## config.mk

```make
export PLATFORM = sky130hd
export DESIGN_NAME = log_page_fetch_decode
export DESIGN_NICKNAME = d
export VERILOG_FILES = /design/src/common/log_fetch_pkg.sv /design/src/design/log_page_fetch_decode.sv
export SDC_FILE = /design/constraint.sdc
export NUM_CORES = 2
export LEC_CHECK = 0
export ABC_AREA = 1
export BUFFER_PORTS_ARGS = -buffer_cell sky130_fd_sc_hd__buf_2
export CAP_MARGIN = 20
export CORE_AREA = 4 4 367 369
export DETAILED_ROUTE_END_ITERATION = 7
export DIE_AREA = 0 0 371 373
export MAX_ROUTING_LAYER = met4
export SLEW_MARGIN = 20
export SYNTH_ARGS = -nofsm -noshare
export SYNTH_HDL_FRONTEND = slang
export SYNTH_SLANG_ARGS = --single-unit
```

## constraint.sdc

```tcl
create_clock -name clk -period 4.9 [get_ports clk]
set_input_delay 1.47 -clock clk [delete_from_list [all_inputs] [get_ports clk]]
set_output_delay 1.47 -clock clk [all_outputs]
set_load 0.005 [all_outputs]
```

## src/common/log_fetch_pkg.sv

```systemverilog
// Constants, field positions and types of the log page fetch block.
package log_fetch_pkg;
   // Command field positions within dword ten.
   localparam int SEL_LSB = 0;
   localparam int SEL_MSB = 7;
   localparam int PSF_LSB = 8;
   localparam int PSF_MSB = 11;
   localparam int KEEP_BIT = 15;
   localparam int CNT_LO_LSB = 16;
   localparam int CNT_LO_MSB = 31;
   localparam int CNT_SHORT_MSB = 27;
   // Upper count sits in dword eleven.
   localparam int CNT_HI_LSB = 0;
   localparam int CNT_HI_MSB = 15;
   // Offset low bits that must be zero for dword alignment.
   localparam logic [1:0] OFS_ALIGN_ZERO = 2'h0;
   localparam int OFS_ALIGN_MSB = 1;
   // Status codes posted in the completion entry.
   localparam logic [7:0] STATUS_OK = 8'h00;
   localparam logic [7:0] STATUS_BAD_FIELD = 8'h02;
   // Page length in dwords for every supported page.
   localparam logic [31:0] PAGE_DWORDS = 32'h0000_0080;
   // Supported page selector set.
   localparam logic [7:0] SEL_MIN = 8'h01;
   localparam logic [7:0] SEL_MAX = 8'h08;
   // Attribute bits advertised for identify data.
   localparam int ATTR_EXT_BIT = 2;
   // Register map of the plain register port.
   localparam logic [3:0] ADDR_DW10 = 4'h0;
   localparam logic [3:0] ADDR_DW11 = 4'h1;
   localparam logic [3:0] ADDR_DW12 = 4'h2;
   localparam logic [3:0] ADDR_DW13 = 4'h3;
   localparam logic [3:0] ADDR_PTR0 = 4'h4;
   localparam logic [3:0] ADDR_PTR1 = 4'h5;
   localparam logic [3:0] ADDR_PTR2 = 4'h6;
   localparam logic [3:0] ADDR_PTR3 = 4'h7;
   localparam logic [3:0] ADDR_CTRL = 4'h8;
   localparam logic [3:0] ADDR_STAT = 4'h9;
   localparam logic [3:0] ADDR_ATTR = 4'hA;
   localparam logic [3:0] ADDR_DONE = 4'hB;
   // Control register bit positions.
   localparam int CTRL_GO = 0;
   localparam int CTRL_EXT = 1;
   localparam int CTRL_OFS = 2;
   localparam int CTRL_STRICT = 3;
   // Sequencer states.
   typedef enum logic [1:0] {
      ST_IDLE = 2'b00,
      ST_COPY = 2'b01,
      ST_POST = 2'b10
   } seq_t;
endpackage

```

## src/design/log_page_fetch_decode.sv

```systemverilog
// Log page fetch command decoder, copier and completion poster.
//
// What this block does
// - Post completion entry with dword zero at finish.
// - Use only pointer and dwords ten-thirteen.
// - Unsupported page selector aborts with bad field.
// - Without extended count, use 12-bit count.
// - Advertise extended count support only; offset is not advertised.
// - Buffer start comes from 128-bit pointer.
// - Count low half from dword ten top.
// - Count is zero-based, move one more.
// - Oversize request still returns whole page.
// - Keep bit zero clears event after success.
// - Page specific field decoded, other bits reserved.
// - Page selector is dword ten low byte.
// - Count high half from dword eleven low.
// - Offset low word is dword twelve.
// - Misaligned offset aborts or drops low bits.
// - Offset high word is dword thirteen.
`timescale 1ns/1ps
module log_page_fetch_decode
(
   input wire logic clk,
   input wire logic reset,
   input wire logic [3:0] reg_addr,
   input wire logic [31:0] reg_wdata,
   input wire logic reg_write,
   input wire logic reg_read,
   output logic [31:0] reg_rdata,
   // Page storage read port, answered in the same cycle.
   output logic [63:0] page_addr,
   input wire logic [31:0] page_data,
   // Host buffer write port, one dword per pulse.
   output logic [127:0] buf_addr,
   output logic [31:0] buf_data,
   output logic buf_write,
   input wire logic buf_ready,
   // Completion entry: one-cycle pulse with dword zero and status.
   output logic cpl_valid,
   output logic [31:0] cpl_dword0,
   output logic [7:0] cpl_status,
   // Event clear pulse carrying the page selector.
   output logic event_clear,
   output logic [7:0] event_page,
   output logic busy
);
   import log_fetch_pkg::*;

   // Command dwords and buffer pointer as software wrote them.
   logic [31:0] dw10_reg, dw11_reg, dw12_reg, dw13_reg;
   logic [31:0] ptr_reg [4];
   // Control bits: extended count, offset support and strict alignment.
   logic ext_reg, ofs_reg, strict_reg;
   // Control bits in force for the command that a go write starts.
   logic ext_sel, ofs_sel, strict_sel;
   logic go;
   seq_t state_reg;
   // Dwords left to move, minus one.
   logic [31:0] left_reg;
   logic [63:0] pos_reg;
   logic [127:0] dst_reg;
   logic [7:0] status_reg;
   logic [31:0] done_count_reg;

   // Decoded command fields.
   logic [7:0] page_selector;
   logic [3:0] page_specific_field;
   logic keep_event_pending;
   logic [15:0] count_low_half, count_high_half;
   logic [31:0] offset_low_word, offset_high_word;
   logic [31:0] count_zb;
   logic [63:0] start_ofs;
   logic bad_sel, bad_align;

   // A selector is supported when it lies in the implemented range.
   function automatic logic sel_ok(input logic [7:0] s);
      sel_ok = (s >= SEL_MIN) && (s <= SEL_MAX);
   endfunction

   assign go = reg_write && (reg_addr == ADDR_CTRL) && reg_wdata[CTRL_GO];

   // Field extraction; bits 14:12 and dword eleven top are ignored.
   always_comb
   begin
      // A go write carries its own control bits, so they apply at once.
      ext_sel = go ? reg_wdata[CTRL_EXT] : ext_reg;
      ofs_sel = go ? reg_wdata[CTRL_OFS] : ofs_reg;
      strict_sel = go ? reg_wdata[CTRL_STRICT] : strict_reg;
      page_selector = dw10_reg[SEL_MSB:SEL_LSB];
      // Kept for pages that define it; nothing here uses it yet.
      page_specific_field = dw10_reg[PSF_MSB:PSF_LSB];
      keep_event_pending = dw10_reg[KEEP_BIT];
      count_low_half = dw10_reg[CNT_LO_MSB:CNT_LO_LSB];
      count_high_half = dw11_reg[CNT_HI_MSB:CNT_HI_LSB];
      offset_low_word = dw12_reg;
      offset_high_word = dw13_reg;
      if (ext_sel)
      begin
         count_zb = {count_high_half, count_low_half};
      end
      else
      begin
         // Only the short 12-bit count is honoured here.
         count_zb = {20'h00000, dw10_reg[CNT_SHORT_MSB:CNT_LO_LSB]};
      end
      if (ofs_sel)
      begin
         // Low two bits forced to zero when not aborting.
         start_ofs = {offset_high_word, offset_low_word[31:2],
                      OFS_ALIGN_ZERO};
      end
      else
      begin
         start_ofs = 64'h0;
      end
      bad_sel = !sel_ok(page_selector);
      bad_align = ofs_sel && strict_sel &&
                  (offset_low_word[OFS_ALIGN_MSB:0] != OFS_ALIGN_ZERO);
   end

   // Command, pointer and control registers; only these fields are stored.
   always_ff @(posedge clk)
   begin
      if (reset)
      begin
         dw10_reg <= 32'h0;
         dw11_reg <= 32'h0;
         dw12_reg <= 32'h0;
         dw13_reg <= 32'h0;
         ext_reg <= 1'b0;
         ofs_reg <= 1'b0;
         strict_reg <= 1'b0;
         for (int i = 0; i < 4; i++)
         begin
            ptr_reg[i] <= 32'h0;
         end
      end
      else if (reg_write && state_reg == ST_IDLE)
      begin
         unique case (reg_addr)
            ADDR_DW10: dw10_reg <= reg_wdata;
            ADDR_DW11: dw11_reg <= reg_wdata;
            ADDR_DW12: dw12_reg <= reg_wdata;
            ADDR_DW13: dw13_reg <= reg_wdata;
            ADDR_PTR0: ptr_reg[0] <= reg_wdata;
            ADDR_PTR1: ptr_reg[1] <= reg_wdata;
            ADDR_PTR2: ptr_reg[2] <= reg_wdata;
            ADDR_PTR3: ptr_reg[3] <= reg_wdata;
            ADDR_CTRL:
            begin
               ext_reg <= reg_wdata[CTRL_EXT];
               ofs_reg <= reg_wdata[CTRL_OFS];
               strict_reg <= reg_wdata[CTRL_STRICT];
            end
            default: ;
         endcase
      end
   end

   // Read port: data stand one cycle after the strobe, zero otherwise.
   always_ff @(posedge clk)
   begin
      if (reset || !reg_read)
      begin
         reg_rdata <= 32'h0;
      end
      else
      begin
         unique case (reg_addr)
            ADDR_DW10: reg_rdata <= dw10_reg;
            ADDR_DW11: reg_rdata <= dw11_reg;
            ADDR_DW12: reg_rdata <= dw12_reg;
            ADDR_DW13: reg_rdata <= dw13_reg;
            ADDR_PTR0: reg_rdata <= ptr_reg[0];
            ADDR_PTR1: reg_rdata <= ptr_reg[1];
            ADDR_PTR2: reg_rdata <= ptr_reg[2];
            ADDR_PTR3: reg_rdata <= ptr_reg[3];
            ADDR_CTRL: reg_rdata <= {28'h0, strict_reg, ofs_reg, ext_reg,
                                     busy};
            ADDR_STAT: reg_rdata <= {24'h0, status_reg};
            // Only the extended count is advertised, though offset support is implemented.
            ADDR_ATTR: reg_rdata <= 32'h1 << ATTR_EXT_BIT;
            ADDR_DONE: reg_rdata <= done_count_reg;
            default: reg_rdata <= 32'h0;
         endcase
      end
   end

   // Sequencer: decode, copy a dword per accepted beat, then post.
   always_ff @(posedge clk)
   begin
      if (reset)
      begin
         state_reg <= ST_IDLE;
         left_reg <= 32'h0;
         pos_reg <= 64'h0;
         dst_reg <= 128'h0;
         status_reg <= STATUS_OK;
         busy <= 1'b0;
      end
      else
      begin
         unique case (state_reg)
            ST_IDLE:
            begin
               if (go)
               begin
                  busy <= 1'b1;
                  pos_reg <= start_ofs;
                  dst_reg <= {ptr_reg[3], ptr_reg[2], ptr_reg[1],
                              ptr_reg[0]};
                  left_reg <= count_zb;
                  if (bad_sel || bad_align)
                  begin
                     status_reg <= STATUS_BAD_FIELD;
                     state_reg <= ST_POST;
                  end
                  else
                  begin
                     status_reg <= STATUS_OK;
                     state_reg <= ST_COPY;
                  end
               end
            end
            ST_COPY:
            begin
               // A beat moves when the buffer port accepts it.
               if (buf_write && buf_ready)
               begin
                  pos_reg <= pos_reg + 64'h4;
                  dst_reg <= dst_reg + 128'h4;
                  left_reg <= left_reg - 32'h1;
                  if (left_reg == 32'h0)
                  begin
                     state_reg <= ST_POST;
                  end
               end
            end
            ST_POST:
            begin
               busy <= 1'b0;
               state_reg <= ST_IDLE;
            end
            default: state_reg <= ST_IDLE;
         endcase
      end
   end

   // Buffer write port; past the page end the data read as zero.
   // The page address settles one cycle before its dword is latched, so
   // a beat takes two cycles at best. Storage answers combinationally, and
   // latching on the address update would hand out the previous dword.
   always_ff @(posedge clk)
   begin
      if (reset)
      begin
         buf_write <= 1'b0;
         buf_addr <= 128'h0;
         buf_data <= 32'h0;
         page_addr <= 64'h0;
      end
      else if (state_reg == ST_IDLE)
      begin
         buf_write <= 1'b0;
         // Point storage at the first dword while the command starts.
         if (go)
         begin
            page_addr <= start_ofs;
         end
      end
      else if (state_reg == ST_COPY)
      begin
         if (!buf_write)
         begin
            // Present the next beat from the settled page address.
            buf_write <= 1'b1;
            buf_addr <= dst_reg;
            if (page_addr[63:2] < 62'(PAGE_DWORDS))
            begin
               buf_data <= page_data;
            end
            else
            begin
               buf_data <= 32'h0;
            end
         end
         else if (buf_ready)
         begin
            // Accepted: drop the strobe and move storage to the next dword.
            buf_write <= 1'b0;
            page_addr <= pos_reg + 64'h4;
         end
      end
      else
      begin
         buf_write <= 1'b0;
      end
   end

   // Completion entry and event clearing after a finished command.
   always_ff @(posedge clk)
   begin
      if (reset)
      begin
         cpl_valid <= 1'b0;
         cpl_dword0 <= 32'h0;
         cpl_status <= STATUS_OK;
         event_clear <= 1'b0;
         event_page <= 8'h0;
         done_count_reg <= 32'h0;
      end
      else
      begin
         cpl_valid <= (state_reg == ST_POST);
         cpl_status <= status_reg;
         cpl_dword0 <= 32'h0;
         event_clear <= (state_reg == ST_POST) &&
                        (status_reg == STATUS_OK) &&
                        !keep_event_pending;
         event_page <= page_selector;
         if (state_reg == ST_POST)
         begin
            done_count_reg <= done_count_reg + 32'h1;
         end
      end
   end
endmodule

```

==> run_results.csv <==
group,metric,value,unit
status,status,"completed",
logic_synthesis,synth_cells,5720,
logic_synthesis,synth_common_cells,"nand2_1, nor2_1, dfxtp_1",
detailed_routing,dr.pass1.iters,7,
worst_setup_path,crit_type,"flop to flop",
detailed_routing,ant_nets,0,
worst_hold_path,hold_path_class,"flop to flop",
logic_synthesis,synth_cell_type_count,48,
clock_tree,cts.sinks,784,
global_route,grt_overflow,0,
worst_setup_path,required,5.53,ns
logic_synthesis,yosys.area.top_type,"dfxtp_1",
timing,final_max_slew_viol_count,0,
die,coreArea,131100,µm²
clock_tree,clkTransAtPathRegs,0.06,ns
logic_synthesis,async_flop_share,0,
die,core.rowCount,133,
timing,min_period_over_period,0.7021,
logic_synthesis,ys_seq_elements,784,
timing,rsz0062_at_grt,"false",
clock_tree,cts_setup_buffers,0,
placed_design,place_inst,7595,
placed_design,port_buffers,341,
logic_synthesis,yosysMostFrequentCell,"nand2_1",
pwr,p_leak,0.01650,µW
logic_synthesis,synth_area,39120,µm²
timing,finalWorstSetupSlack,1.460,ns
timing,setup_viol,0,
detailed_routing,via_count,41200,
detailed_routing,drc,0,
global_route,grt_pass1_vias,38160,
worst_setup_path,setup.worst_path.end,"dw10_reg[26]$_SDFFE_PP0P_",
placed_design,place.gp.congestion,1.014,
clock_tree,clockRootBuffer,"clkbuf_16",
timing,fmax,290.7,MHz
timing,hold_viol_final,0,
worst_setup_path,startpoint_type,"flop",
pwr,ir_drop,344.8,µV
logic_synthesis,yosysSeqAreaShare,0.4340,
placed_design,dp_slack,0.8567,ns
timing,worstMarginPinSlew,1.160,ns
cells_and_area,instances_no_fill,7766,
logic_synthesis,synth_ff_type,"dfxtp_1",
die,die_area,138400,µm²
logic_synthesis,synth_compound_area_frac,0.1783,
worst_setup_path,cp_max_fo,49,
logic_synthesis,synthSimpleGateAreaFrac,0.2934,
cells_and_area,layout.nets,6012,
timing,fin_crit,3.440,ns
die,start_util,0.2983,
worst_setup_path,rrSetupSlack,1.46,ns
global_route,grt_max_degree,171,
clock_tree,cts_htree_levels,3,
logic_synthesis,yosysWarnings,0,
worst_setup_path,r2r_cells,9,
worst_setup_path,arrival,4.07,ns
logic_synthesis,synthMuxAreaShare,0,
logic_synthesis,syn_avg_cell_area,6.839,µm²
logic_synthesis,synth_top_family_by_area,"simple AND/OR/NAND/NOR gates",
detailed_routing,highest_layer,"met4",
cells_and_area,fin_util,0.3479,
cells_and_area,drive_above_1_share,0.1101,
cells_and_area,n_antenna_cell,0,
logic_synthesis,synthXorXnorAreaFrac,0.01276,
timing,max-slew-margin-rel,0.2268,
worst_setup_path,r2r-end,"dw10_reg[26]$_SDFFE_PP0P_",
die,die_y,373,µm
pwr,p_per_area,419.0,nW/µm²
clock_tree,clk_path_buf_depth,3,
clock_tree,insertion_delay,0.73,ns
detailed_routing,wl_met2,88.46,mm
logic_synthesis,yosys.area.top_type_share,0.3357,
die,io-pin-count,381,
detailed_routing,viasPerCell,5.305,
logic_synthesis,synthTopCellsByArea,"dfxtp_1, nand2_1, edfxtp_1, nor2_1, a21oi_1",
global_route,grt_pass1_wl,273.4,mm
detailed_routing,drt-total-wl,192.9,mm
detailed_routing,wl_per_cell,24.84,µm
detailed_routing,routedLengthMet1,79.25,mm
clock_tree,postCtsResizedCells,0,
timing,tns,0,ns
cells_and_area,syn_to_final_growth,16.63,%
die,die_x,371,µm
worst_setup_path,reg2reg_from,"state_reg[0]$_SDFFE_PP0P_",
placed_design,hpwl,148.0,mm
clock_tree,cts_tree,"done",
clock_tree,cts_buffers,93,
detailed_routing,drtIter0Drc,4806,
worst_setup_path,cp-end-kind,"flop",
worst_setup_path,crit_path_start,"state_reg[0]$_SDFFE_PP0P_",
timing,clock_skew,0.05079,ns
timing,whs,0.4720,ns
logic_synthesis,synth_fa_ha_area_frac,0.001279,
detailed_routing,met3_length,15.41,mm
global_route,antenna_found_initial,3,
clock_tree,hold_buffers,0,
global_route,grtUsageTotal,0.2758,
logic_synthesis,synth_enable_flop_cells,128,
flow_run,drv_cap,0,
-- metrics by stage --
stage	area, µm²	total power [µW]
floorplan	39260	9972
global placement	42310	11580
detailed placement	42310	11600
CTS	45630	19190
global route	45630	19900
finish	45630	19120
-- cell type report --
| cell class | count | area [µm²] |
|---|---|---|
| inverter | 439 | 1660 |
| clock inverter | 41 | 581.8 |
| timing repair buffer | 409 | 2286 |
| multi-input combinational | 4208 | 19190 |
| fill | 14350 | 85500 |
| tap | 1755 | 2196 |
| clock buffer | 130 | 2738 |
| sequential | 784 | 16980 |
-- worst min path at each step --
stage	startpoint	endpoint	slack (ns)	cells after the start
3_5_place_dp	left_reg[31]$_SDFFE_PP0P_	left_reg[31]$_SDFFE_PP0P_	0.46	2
3_3_place_gp	left_reg[31]$_SDFFE_PP0P_	left_reg[31]$_SDFFE_PP0P_	0.46	2
5_1_grt	left_reg[31]$_SDFFE_PP0P_	left_reg[31]$_SDFFE_PP0P_	0.50	2
6_report	left_reg[31]$_SDFFE_PP0P_	left_reg[31]$_SDFFE_PP0P_	0.47	2
2_1_floorplan	dw10_reg[15]$_SDFFE_PP0P_	event_clear$_SDFF_PP0_	0.42	1
4_1_cts	left_reg[31]$_SDFFE_PP0P_	left_reg[31]$_SDFFE_PP0P_	0.47	2
-- cell usage in the layout (no fill, tap or decap), types with 16 or more instances in the layout --
cell type  count
dfxtp_1      655
xnor2_1       33
inv_1        416
nor4_1        16
nor2_2        17
or2_2         20
clkbuf_8      18
nand2_1     1288
clkbuf_16     97
edfxtp_1     128
a211oi_1      20
buf_2        340
buf_4         63
o21ai_1       23
o211ai_1      19
o21ai_0      531
nor2_1       926
o2111ai_1     19
a221oi_1      20
xor2_1        24
conb_1        39
a21oi_1      648
nand3_1      354
nand4_1       61
nor2_4        17
o22ai_1       18
nor3_1        45
-- cells by family after synthesis --
group / Yosys count
other: 1
buffers and inverters: 766
XOR/XNOR: 57
flip-flops: 784
AND/OR/NAND/NOR: 2779
adder cells (fa/ha/maj): 4
AO/OA/AOI/OAI: 1329
-- metal layers --
layer | track usage | vias up
met1 | 0.3517 | 19590
met2 | 0.4355 | 2022
met5 | - | -
li1 | - | 19240
met4 | 0.1212 | 0
met3 | 0.03841 | 343
-- power breakdown --
| group | internal [µW] | leakage [µW] | switching, µW |
|---|---|---|---|
| clock network | 4510 | 0.00163 | 3100 |
| registers | 7100 | 0.00664 | 600 |
| logic | 1120 | 0.00823 | 2700 |
-- worst max-delay path: stages, from the launching register on --
cell and delay, ns:
dfxtp_2 0.46, nor2_4 0.24, buf_4 0.49, inv_2 0.44
nor2_4 0.31, inv_2 0.22, nor2_4 0.56, buf_4 0.35
o21ai_1 0.08, a21oi_1 0.15
Power figures use the tool's default switching activity.
